**config.mk**
```make
export PLATFORM = sky130hd
export DESIGN_NAME = tec_timer
export DESIGN_NICKNAME = d
export VERILOG_FILES = /design/src/hw/tec_pkg.sv /design/src/hw/tec_count_source.sv /design/src/hw/tec_timer.sv
export SDC_FILE = /design/constraint.sdc
export NUM_CORES = 1
export LEC_CHECK = 0
export BUFFER_PORTS_ARGS = -buffer_cell sky130_fd_sc_hd__buf_2
export CAP_MARGIN = 10
export CORE_MARGIN = 2
export CORE_UTILIZATION = 54
export DETAILED_ROUTE_END_ITERATION = 8
export PLACE_DENSITY = 0.8
export SLEW_MARGIN = 20
export SYNTH_ARGS = -nofsm -noshare
export SYNTH_HDL_FRONTEND = slang
export SYNTH_SLANG_ARGS = --single-unit
```
**constraint.sdc**
```tcl
create_clock -name sys_clk -period 1.8 [get_ports sys_clk]
set_input_delay 0 -clock sys_clk [delete_from_list [all_inputs] [get_ports sys_clk]]
set_output_delay 0 -clock sys_clk [all_outputs]
set_load 0.02 [all_outputs]
```
**src/hw/tec_pkg.sv**
```systemverilog
// Constants and types shared by the 8-bit timer/event counter
package tec_pkg;

  // ---------------------------------------------------------------
  // Register map
  // ---------------------------------------------------------------
  localparam logic [15:0] TEC_ADDR_COMPARE = 16'hff52;
  localparam logic [15:0] TEC_ADDR_MODE = 16'hff53;
  localparam logic [15:0] TEC_ADDR_COUNT = 16'hff54;

  // ---------------------------------------------------------------
  // Mode control fields and reset values
  // ---------------------------------------------------------------
  localparam int TEC_BIT_RUN = 7;
  localparam int TEC_BIT_PWM = 6;
  localparam int TEC_BIT_CSEL_HI = 2;
  localparam int TEC_BIT_CSEL_LO = 1;
  localparam int TEC_BIT_OE = 0;
  localparam logic [7:0] TEC_MODE_WMASK = 8'hc7;
  localparam logic [7:0] TEC_MODE_RESET = 8'h00;
  localparam logic [7:0] TEC_COUNT_RESET = 8'h00;
  localparam logic [7:0] TEC_COUNT_MAX = 8'hff;

  // ---------------------------------------------------------------
  // Timing
  // ---------------------------------------------------------------
  localparam int TEC_SYS_CLOCK_HZ = 10_000_000;
  localparam int TEC_PRESCALE_RATIO = 256;
  localparam int TEC_PRESCALE_W = $clog2(TEC_PRESCALE_RATIO);
  localparam logic [TEC_PRESCALE_W-1:0] TEC_PRESCALE_LAST =
    TEC_PRESCALE_W'(TEC_PRESCALE_RATIO - 1);

  // Count source selection codes
  typedef enum logic [1:0] {
    TEC_SRC_SYSCLK = 2'b00,
    TEC_SRC_DIV256 = 2'b01,
    TEC_SRC_EV_RISE = 2'b10,
    TEC_SRC_EV_FALL = 2'b11
  } tec_src_t;

  // CPU memory access carried into the block
  typedef struct packed {
    logic wr;
    logic rd;
    logic [15:0] addr;
    logic [7:0] wdata;
  } tec_bus_req_t;

  // Shared pin seen from the port side
  typedef struct packed {
    logic port_data;
    logic port_drive;
  } tec_port_t;

endpackage : tec_pkg

```
**src/hw/tec_count_source.sv**
```systemverilog
// Count-clock source: prescaler, pin synchroniser and edge select
`timescale 1ns/100ps
`default_nettype none

module tec_count_source
  import tec_pkg::*;
(
  input wire logic sys_clk, // System clock
  input wire logic srst, // Synchronous reset, active high
  input wire logic event_pin, // Raw external count input
  input var tec_pkg::tec_src_t src, // Selected count source
  output logic tick // One-cycle count enable
);

  typedef struct packed {
    logic [TEC_PRESCALE_W-1:0] pre;
    logic sync1;
    logic sync2;
    logic last;
    logic tick;
  } tec_src_state_t;

  tec_src_state_t r;
  tec_src_state_t next_r;

  always_comb
  begin
    next_r = r;
    next_r.pre = r.pre + TEC_PRESCALE_W'(1);
    next_r.sync1 = event_pin;
    next_r.sync2 = r.sync1;
    next_r.last = r.sync2;
    case (src)
      TEC_SRC_SYSCLK: next_r.tick = 1'b1;
      TEC_SRC_DIV256: next_r.tick = (r.pre == TEC_PRESCALE_LAST);
      TEC_SRC_EV_RISE: next_r.tick = r.sync2 & ~r.last;
      TEC_SRC_EV_FALL: next_r.tick = ~r.sync2 & r.last;
      default: next_r.tick = 1'b0;
    endcase
    if (srst)
    begin
      next_r = '0;
    end
  end

  always_ff @(posedge sys_clk)
  begin
    r <= next_r;
  end

  // Registered tick costs one cycle of latency but keeps the path short
  assign tick = r.tick;

endmodule : tec_count_source

`default_nettype wire

```
**src/hw/tec_timer.sv**
```systemverilog
// 8-bit timer/event counter with compare, square wave and PWM output
`timescale 1ns/100ps
`default_nettype none

module tec_timer
  import tec_pkg::*;
(
  input wire logic sys_clk, // System clock, 10 MHz
  input wire logic srst, // Synchronous reset, active high
  input var tec_pkg::tec_bus_req_t bus_req, // CPU memory access
  output logic [7:0] bus_rdata, // Read data, registered
  input var tec_pkg::tec_port_t port_ctl, // Port latch and direction
  input wire logic event_input_pin_in, // Shared pin level
  output logic timer_output_pin_out, // Shared pin drive value
  output logic timer_output_pin_oe_n, // Shared pin enable, low drives
  output logic match_interrupt // Match request, one-cycle pulse
);

  // ---------------------------------------------------------------
  // State
  // ---------------------------------------------------------------
  typedef struct packed {
    logic [7:0] mode;
    logic [7:0] compare_value;
    logic [7:0] count_value;
    logic wave;
    logic irq;
    logic [7:0] rdata;
  } tec_state_t;

  tec_state_t r;
  tec_state_t next_r;
  logic tick;
  logic counter_run;
  logic pwm_mode_select;
  logic output_enable;
  logic external_src;
  logic match;
  logic [7:0] count_inc;
  logic sel_mode;
  logic sel_compare;
  logic sel_count;
  tec_src_t src;

  assign counter_run = r.mode[TEC_BIT_RUN];
  assign pwm_mode_select = r.mode[TEC_BIT_PWM];
  assign output_enable = r.mode[TEC_BIT_OE];
  assign src = tec_src_t'({r.mode[TEC_BIT_CSEL_HI], r.mode[TEC_BIT_CSEL_LO]});
  assign external_src = r.mode[TEC_BIT_CSEL_HI];
  assign match = (r.count_value == r.compare_value);
  // Wraps from ff to 00, which is the PWM period
  assign count_inc = r.count_value + 8'h01;

  // ---------------------------------------------------------------
  // Register decode
  // ---------------------------------------------------------------
  // Full 16-bit match so neighbouring registers never alias
  assign sel_mode = (bus_req.addr == TEC_ADDR_MODE);
  assign sel_compare = (bus_req.addr == TEC_ADDR_COMPARE);
  assign sel_count = (bus_req.addr == TEC_ADDR_COUNT);

  // ---------------------------------------------------------------
  // Count source
  // ---------------------------------------------------------------
  // system clock, divide-by-256 prescaler or external pin edges feed the counter
  tec_count_source u_src (
    .sys_clk(sys_clk),
    .srst(srst),
    .event_pin(event_input_pin_in),
    .src(src),
    .tick(tick)
  );

  // ---------------------------------------------------------------
  // Next state
  // ---------------------------------------------------------------
  always_comb
  begin
    next_r = r;
    next_r.irq = 1'b0;
    if (!counter_run)
    begin
      next_r.count_value = TEC_COUNT_RESET;
      next_r.wave = 1'b0;
    end
    else if (tick)
    begin
      next_r.irq = match;
      if (pwm_mode_select)
      begin
        next_r.count_value = count_inc;
      end
      else if (match)
      begin
        next_r.count_value = TEC_COUNT_RESET;
        next_r.wave = ~r.wave;
      end
      else
      begin
        next_r.count_value = count_inc;
      end
    end
    if (!output_enable)
    begin
      next_r.wave = 1'b0;
    end

    // Mode writes act at once; there is no guard against a running change
    if (bus_req.wr && sel_mode)
    begin
      next_r.mode = bus_req.wdata & TEC_MODE_WMASK;
    end
    // A compare write while counting can match at once; software stops first
    if (bus_req.wr && sel_compare)
    begin
      next_r.compare_value = bus_req.wdata;
    end
    // The counter is read-only, so a write to it is dropped

    // Unmapped reads return zero; a read beside a write sees the old value
    if (bus_req.rd)
    begin
      if (sel_mode)
      begin
        next_r.rdata = r.mode;
      end
      else if (sel_compare)
      begin
        next_r.rdata = r.compare_value;
      end
      else if (sel_count)
      begin
        next_r.rdata = r.count_value;
      end
      else
      begin
        next_r.rdata = 8'h00;
      end
    end

    if (srst)
    begin
      next_r.mode = TEC_MODE_RESET;
      next_r.count_value = TEC_COUNT_RESET;
      next_r.wave = 1'b0;
      next_r.irq = 1'b0;
      next_r.rdata = 8'h00;
      next_r.compare_value = r.compare_value;
    end
  end

  always_ff @(posedge sys_clk)
  begin
    r <= next_r;
  end

  // ---------------------------------------------------------------
  // Outputs
  // ---------------------------------------------------------------
  assign bus_rdata = r.rdata;
  assign match_interrupt = r.irq;

  // ---------------------------------------------------------------
  // Shared pin
  // ---------------------------------------------------------------
  // Pin mux is combinational so port writes reach the pin at once
  always_comb
  begin
    timer_output_pin_out = port_ctl.port_data;
    timer_output_pin_oe_n = ~port_ctl.port_drive;
    // timer drives pin only with internal count source
    if (output_enable && !external_src)
    begin
      timer_output_pin_oe_n = 1'b0;
      if (pwm_mode_select)
      begin
        timer_output_pin_out = counter_run &&
          (r.count_value < r.compare_value);
      end
      else
      begin
        timer_output_pin_out = r.wave;
      end
    end
  end

endmodule : tec_timer

`default_nettype wire

```
**Word level (Yosys, flattened, before mapping)**

Cells that the tools add are included.

- $lt $le $gt $ge: 1
- $add $sub $neg: 2
- Mux-type cells: 9
- Eq/ne operators: 8
- Bitwise gates (word level): 11
- Reductions and logical operators: 11

Operator list:

| cell | number |
|---|---|
| 16-bit equality test, second input constant | 3 |
| 8-bit two-way mux | 5 |
| 8-bit by 1-bit adder with 8-bit output, second input constant | 2 |
| 1-bit inverter | 9 |
| 8-bit equality test | 1 |
| 8-bit equality test, second input constant | 1 |
| 8-bit less-than comparator | 1 |
| 3-bit OR reduction | 2 |
| 2-bit equality test, second input constant | 2 |
| 1-bit logical AND | 4 |
| 1-bit case mux with 4 select lines | 1 |
| 1-bit two-way mux | 3 |
| 3-bit AND reduction | 1 |
| 1-bit AND | 2 |
| 2-bit by 1-bit equality test with 1-bit output, second input constant | 1 |
| 2-bit zero test | 1 |
| 2-bit AND reduction | 1 |
| 2-bit OR reduction | 1 |
| 1-bit zero test | 1 |

- Logic and storage cells: 53
- Flip-flop bits (word level): 43

**Longest topological paths before layout**

Gate-level depths: netlist of the first run.

- Depth in word-level cells: 4
- Gate-level depth with buffers: 7
- Gate-level depth less buffers: 6

**Hierarchy**

Synthesis of the first run repeated with hierarchy kept, for this count alone.

- Cell total of the unflattened synthesis: 227
- Area total of the unflattened synthesis: 2107.0 um2

Modules (own cells, without submodules):

| module | seq. area each (um2) | area an instance (um2) | times used | cells an instance |
|---|---|---|---|---|
| tec_timer | 700.7 | 1657.8 | 1 | 180 |
| tec_count_source | 240.2 | 449.2 | 1 | 47 |

**Worst setup path after synthesis of the first run**

OpenSTA, ideal clock, no wires.

- Path type: register -> output
- Start point: register r[23] in the netlist's numbering
- End point: output timer_output_pin_out
- Cell stages (with the launch flop): 7
- Arrival time: 1.802 ns
- Path buffers: 0
- Path slack: -0.002 ns
- Required time: 1.800 ns
- Cell sequence: edfxtp_1 > inv_1 > ha_1 > a21oi_1 > o21ai_0 > or4_1 > o21ai_0

- Cells in the longest elaborated chain, start to end: 4

Ends and longest elaborated chain:

| what | RTL line | RTL |
|---|---|---|
| start: declaration | tec_timer.sv:31 | `tec_state_t r;` |
| start signal: assignment | tec_timer.sv:154 | `r <= next_r;` |
| 8-bit less-than comparator | tec_timer.sv:178 | `(r.count_value < r.compare_value);` |
| 1-bit logical AND | tec_timer.sv:177 | `timer_output_pin_out = counter_run &&` |
| 1-bit two-way mux | tec_timer.sv:175 | `if (pwm_mode_select)` |
| 1-bit two-way mux | tec_timer.sv:172 | `if (output_enable && !external_src)` |
| end: declaration | tec_timer.sv:14 | `output logic timer_output_pin_out,` |

No other way between the ends.

**Worst setup path in the final report of the first run**

Same ends and word-level chain as after synthesis.

==> flow_summary_export.csv, run 1 <==
group,metric,value,unit
outcome,outcome,"finished, violations left",
outcome,failed_checks,"setup timing",
power_and_ir_drop,internal_power,1.45,mW
routing,vias_per_cell,5.57,
floorplanning,die_width,66.4,um
setup_path,worst_path_max_delay_cell,"or4_4",
setup_path,max_stage_delay,0.43,ns
setup_path,cp_num_buf_inv,2,
clock_network,clk-insertion-delay-late,0.29,ns
timing,fmaxAchievable,0.533,GHz
clock_network,cts_max_level,2,
setup_path,cp.required,1.80,ns
routing,drc,0,
floorplanning,floorplan.die_area,0.00441,mm^2
routing,drt_iter0_markers,126,
timing,rsz0062_at_grt,"true",
power_and_ir_drop,power_frac_clock,0.396,
finish,final_common_cell,"buf_2",
timing,timing.final.hold_violations,0,
setup_path,worstReg2RegStart,"r[22]",
clock_network,cts_made_buffers,5,
power_and_ir_drop,cellLeakagePower,1.00,nW
clock_network,clkSinkCount,43,
power_and_ir_drop,peakVddDrop,0.607,mV
routing,dr.pass1.iters,5,
clock_network,clockBufferDepth,2,
global_routing,largest_net_degree_at_the_start_of_global_routing,20,
floorplanning,i_o_pin_cnt,42,
timing,timing.final.setup_violations,1,
routing,routed_wirelength,4.68,mm
finish,fin_nets,321,
yosys,yosysUniqueCellTypes,40,
routing,drt.antenna.violating_nets,0,
timing,final.hold.worst_slack,0.0323,ns
yosys,synth_area,0.00210,mm^2
timing,timing.final.max_slew_violations,0,
yosys,netlist.area_leader.share,0.333,
yosys,post-synth-top-area-cell,"dfxtp_1",
finish,fill_cells,294,
yosys,synth.area.top_cells,"dfxtp_1 (33%), edfxtp_1 (11%), ha_1 (5.9%)",
power_and_ir_drop,power_switching_share,0.216,
timing,minimum_clock_period,1.88,ns
global_routing,grt_first_pass_wirelength,7.64,mm
place,placement.cell_area,0.00234,mm^2
global_routing,grt_antenna_before_repair,0,
clock_network,tritoncts,"yes",
finish,antenna-diode-count,0,
setup_path,critical_path_launch_point,"r[23]",
floorplanning,initial_cell_density_of_the_core,0.566,
place,gp_congestion,0.858,
floorplanning,floorplan.die.height,66.4,um
setup_path,reg2reg_to,"r[12]",
timing,slew_at_the_pin_closest_to_its_max_slew_limit,0.522,ns
power_and_ir_drop,comb_power_share,0.066,
finish,drive_above_1_share,0.263,
global_routing,global_route.overflow_total,0,
setup_path,end_kind,"primary output",
place,dp_hpwl,3.32,mm
setup_path,r2r_cells,6,
setup_path,worst-setup-path-type,"register to primary output",
yosys,synthesis.instances,226,
timing,finalCritPeriodShare,1.04,
finish,final_cell_mix,"buf_2 (40), dfxtp_1 (35), nand2_1 (21), a21oi_1 (19), o31ai_1 (13)",
setup_path,r2r_slack,0.09,ns
setup_path,critPathArrivalTime,1.88,ns
finish,synthToLayoutAreaGrowth,25.0,%
timing,maxSlewHeadroom,0.651,
min_path,min-delay-path-class,"input port to register",
yosys,yosysWarningCount,0,
min_path,number_of_cells_traversed_by_the_worst_hold_path,3,
place,pre_cts_slack,0.0796,ns
global_routing,grt_usage,0.229,
routing,detailroute.via_count,1834,
yosys,mappedNetlistNets,267,
setup_path,timing.critical_path.cells,"inv_2 > ha_4 > a21oi_2 > o21ai_1 > or4_4 > o21ai_4 > buf_6",
timing,layout_setup_ws,-0.0777,ns
min_path,timing.hold.worst_endpoint,"counter_run",
setup_path,path_max_fanout,2,
yosys,yosys_register_bits,43,
clock_network,clkTransAtPathRegs,0.09,ns
floorplanning,placement_rows,22,
yosys,synth_seq_area_share,0.447,
power_and_ir_drop,p_per_area,704,mW/mm^2
setup_path,path_depth,7,
finish,stdcell_area,0.00263,mm^2
place,port_buffers,41,
min_path,worst_hold_startpoint,"bus_req[25]",
floorplanning,core,0.00372,mm^2
global_routing,first_global_vias,1771,
run,cap_violations,0,
setup_path,timing.critical_path.from_type,"register",
timing,timing.clock.skew,0.00834,ns
yosys,post_synth.cell_area_avg,9.31,um^2
routing,routed_wl_per_cell,14.2,um
power_and_ir_drop,power.share.sequential,0.538,
power_and_ir_drop,power.net_switching,0.400,mW
clock_network,clockRootBuffer,"clkbuf_8",
setup_path,path_delay_family,"simple AND/OR/NAND/NOR gates",
==> synthesized netlist by cell type (all sizes together) <==
cell	number
a21oi	20
a22oi	3
and2	2
and3b	1
and4	2
and4b	1
and4bb	1
buf	12
clkbuf	3
dfxtp	35
edfxtp	8
ha	10
inv	12
nand2	21
nand2b	2
nand3	4
nand3b	1
nand4	12
nor2	13
nor2b	9
nor3	7
nor3b	2
nor4	3
o211ai	1
o21a	5
o21ai	5
o311ai	2
o31a	1
o31ai	13
or2	1
or3	3
or4	1
xnor2	5
xor2	5
==> repair_timing <==
item / in CTS / in global routing
pin swaps: 4 / 5
hold endpoints to repair: 14 / 0
buffers inserted: 1 / 1
hold buffers: 9 / 0
setup endpoints to repair: 1 / 3
gates resized for setup: 7 / 7
==> cells by family after synthesis <==
group,share of synthesized area
simple gates,0.231
compound gates,0.150
fa+ha+maj,0.0595
xor+xnor,0.0416
buf+inv,0.0707
flops,0.447
==> worst max-delay path by stage <==
stage / endpoint / slack, ns
final: timer_output_pin_out / -0.08
after global routing: timer_output_pin_out / -0.17
after CTS: timer_output_pin_out / -0.06
after detailed placement: timer_output_pin_out / 0.08
after global placement: timer_output_pin_out / 0.09
after floorplan: timer_output_pin_out / 0.15
==> power groups by stage <==
stage | registers, mW | clock network (mW) | logic [mW]
global route | 0.997 | 0.792 | 0.134
global placement | 1.02 | 0 | 0.0991
floorplan | 1.02 | 0 | 0.0543
finish | 0.995 | 0.734 | 0.121
CTS | 0.995 | 0.744 | 0.119
detailed placement | 1.02 | 0 | 0.101
==> per-layer routing <==
metal	part of all wire	up-vias	track usage
met5	0	-	0
met2	0.50	75	0.394
met1	0.43	841	0.283
li1	-	914	-
met3	0.057	4	0.0477
met4	0.0081	0	0.0740
==> tightest hold or removal path, stage by stage <==
cell and delay (ns):
buf_2 0.14, nand4_1 0.09, a21oi_1 0.05
==> area by class of cell <==
cell class / instances / area (um^2) / share of cell area
clock buffers: 7 / 108 / 0.0409
flip-flops and latches: 43 / 941 / 0.358
multi-input cells: 156 / 1080 / 0.409
well taps: 48 / 60.1 / 0.0228
clock inverters: 1 / 8.76 / 0.00333
repair buffers: 62 / 392 / 0.149
inverters: 12 / 45.0 / 0.0171
==> flip-flops by register name, indices dropped and copies added (netlist names) <==
signal	cells
u_src.r	11
pwm_mode_select	1
external_src	1
bus_rdata	8
r	18
u_src.tick	1
counter_run	1
output_enable	1
match_interrupt	1
==> stage by stage <==
step | instances | util | total power [mW] | setup TNS (ns)
after global placement | 310 | 0.630 | 1.12 | 0
after global routing | 329 | 0.708 | 1.92 | -0.320
after floorplan | 226 | - | 1.07 | 0
after CTS | 328 | 0.695 | 1.86 | -0.0638
final | 329 | 0.708 | 1.85 | -0.0777
after detailed placement | 310 | 0.630 | 1.12 | 0
Note: power is estimated with default switching activity, not from simulation.
==> run 2: changes to the inputs <==
--- a/config.mk
+++ b/config.mk
@@ -7,6 +7,7 @@
 export LEC_CHECK = 0
 export BUFFER_PORTS_ARGS = -buffer_cell sky130_fd_sc_hd__buf_2
 export CAP_MARGIN = 10
+export CORE_ASPECT_RATIO = 0.5
 export CORE_MARGIN = 2
 export CORE_UTILIZATION = 54
 export DETAILED_ROUTE_END_ITERATION = 8
==> flow_summary_export.csv, run 2 (synthesis gave the netlist of run 1 again) <==
group,metric,value,unit
power_and_ir_drop,comb_power_share,0.069,
timing,timing.final.hold_violations,0,
global_routing,first_global_vias,1676,
floorplanning,core,0.00358,mm^2
routing,drc,0,
timing,maxSlewHeadroom,0.677,
setup_path,cp_num_buf_inv,2,
global_routing,largest_net_degree_at_the_start_of_global_routing,20,
routing,routed_wl_per_cell,14.4,um
setup_path,critPathArrivalTime,1.90,ns
power_and_ir_drop,cellLeakagePower,0.988,nW
place,post-place-cells,311,
timing,rsz0062_at_grt,"true",
power_and_ir_drop,power.net_switching,0.412,mW
place,gp_congestion,0.823,
power_and_ir_drop,final_power,1.74,mW
global_routing,grt_first_pass_wirelength,7.61,mm
finish,final_common_cell,"buf_2",
setup_path,max_stage_delay,0.41,ns
power_and_ir_drop,power_switching_share,0.237,
routing,drt.antenna.violating_nets,0,
clock_network,tritoncts,"yes",
place,dp_hpwl,3.36,mm
global_routing,grt_antenna_before_repair,0,
clock_network,cts_max_level,2,
clock_network,clkTransAtPathRegs,0.09,ns
finish,final_cell_mix,"buf_2 (40), dfxtp_1 (35), nand2_1 (21), a21oi_1 (19)",
global_routing,grt_usage,0.227,
setup_path,worst_path_max_delay_cell,"edfxtp_1",
finish,flip_flop_count_of_the_largest_register_all_copies_and_words_added,18,
clock_network,clkSinkCount,43,
power_and_ir_drop,peakVddDrop,0.322,mV
timing,timing.clock.skew,0.00809,ns
setup_path,cp.required,1.80,ns
clock_network,clockRootBuffer,"clkbuf_8",
routing,wirelength_met1,2.09,mm
global_routing,global_route.overflow_total,0,
finish,largest_register,"r",
floorplanning,placement_rows,15,
power_and_ir_drop,internal_power,1.33,mW
setup_path,path_depth,7,
clock_network,clockBufferDepth,2,
timing,timing.final.setup_violations,1,
power_and_ir_drop,p_per_area,672,mW/mm^2
routing,topRoutingLayerUsed,"met4",
routing,routed_wirelength,4.80,mm
power_and_ir_drop,power_frac_clock,0.359,
floorplanning,i_o_pin_cnt,42,
timing,timing.final.max_slew_violations,0,
setup_path,end_kind,"primary output",
floorplanning,initial_cell_density_of_the_core,0.587,
finish,synthToLayoutAreaGrowth,22.9,%
clock_network,clk-insertion-delay-late,0.30,ns
finish,final_cell_count_no_fill,332,
routing,vias_per_cell,5.61,
finish,antenna-diode-count,0,
min_path,number_of_cells_traversed_by_the_worst_hold_path,3,
floorplanning,floorplan.die_area,0.00444,mm^2
min_path,min-delay-path-class,"input port to register",
timing,minimum_clock_period,1.90,ns
floorplanning,die_width,92.3,um
place,placement.cell_area,0.00233,mm^2
power_and_ir_drop,power.share.sequential,0.572,
setup_path,path_delay_family,"flip-flops",
outcome,outcome,"finished, violations left",
timing,fmaxAchievable,0.527,GHz
setup_path,r2r_cells,6,
routing,drt_iter0_markers,84,
setup_path,worst-setup-path-type,"register to primary output",
routing,length_of_routed_met3_wiring,315,um
timing,slew_at_the_pin_closest_to_its_max_slew_limit,0.483,ns
timing,layout_setup_ws,-0.0972,ns
outcome,failed_checks,"setup timing",
timing,finalCritPeriodShare,1.05,
timing,final.hold.worst_slack,0.0326,ns
setup_path,path_max_fanout,2,
routing,routed-wl-met2,2.35,mm
place,port_buffers,41,
clock_network,cts_made_buffers,5,
run,cap_violations,0,
routing,dr.pass1.iters,4,
setup_path,timing.critical_path.cells,"inv_2 > ha_4 > a21oi_2 > o21ai_2 > or4_1 > o21ai_1 > buf_4",
routing,detailroute.via_count,1863,
finish,drive_above_1_share,0.253,
finish,stdcell_area,0.00259,mm^2
finish,fin_nets,321,
setup_path,timing.critical_path.from_type,"register",
floorplanning,floorplan.die.height,48.1,um
run 2: per-layer routing:
layer  GRT usage  vias to the layer above
met5           0                        -
met4      0.0776                        0
met3      0.0510                        4
met2       0.421                       67
met1       0.280                      877
li1            -                      915
run 2: layout make-up:
cell class	instances	area (um^2)
Sequential cell	43	941
Clock buffer	5	68.8
Inverter	12	45.0
Multi-Input combinational cell	156	1060
Timing Repair Buffer	62	388
Fill cell	272	998
Clock inverter	3	21.3
Tap cell	51	63.8
run 2: worst paths after layout:
| check | start | endpoint | slack (ns) |
|---|---|---|---|
| max | r[23] | timer_output_pin_out | -0.1 |
| min | bus_req[25] | output_enable | 0.03 |
| max reg2reg | r[23] | r[11] | 0.05 |
| min reg2reg | u_src.r[3] | u_src.r[2] | 0.44 |
run 2: worst reg2reg max path, cell delays in order, from the launching register on:
cell and delay [ns]:
edfxtp_1 0.37, inv_2 0.06, ha_4 0.27, nand4_1 0.28, buf_4 0.25, o311ai_0 0.31
a21oi_1 0.10
run 2: power by group through the flow:
stage | Clock [mW] | Sequential (mW) | Combinational, mW
after global placement | 0 | 1.02 | 0.0978
after detailed placement | 0 | 1.02 | 0.100
after global routing | 0.673 | 0.997 | 0.132
final | 0.624 | 0.995 | 0.119
after CTS | 0.640 | 0.995 | 0.118
after floorplan | 0 | 1.02 | 0.0543
run 2: stage by stage:
stage | setup TNS (ns) | utilization | setup WS [ns]
final | -0.0972 | 0.721 | -0.0972
after floorplan | 0 | - | 0.148
after global routing | -0.157 | 0.721 | -0.137
after CTS | -0.0931 | 0.709 | -0.0931
after global placement | 0 | 0.650 | 0.0910
after detailed placement | 0 | 0.650 | 0.0322
run 2: what timing repair did:
item                                    CTS  global route
hold buffers                              9             0
endpoints found under the setup margin    1             8
endpoints found under the hold margin    13             0
setup buffers                             1             3
pin swaps                                 4             3
gates resized for setup                   6             3
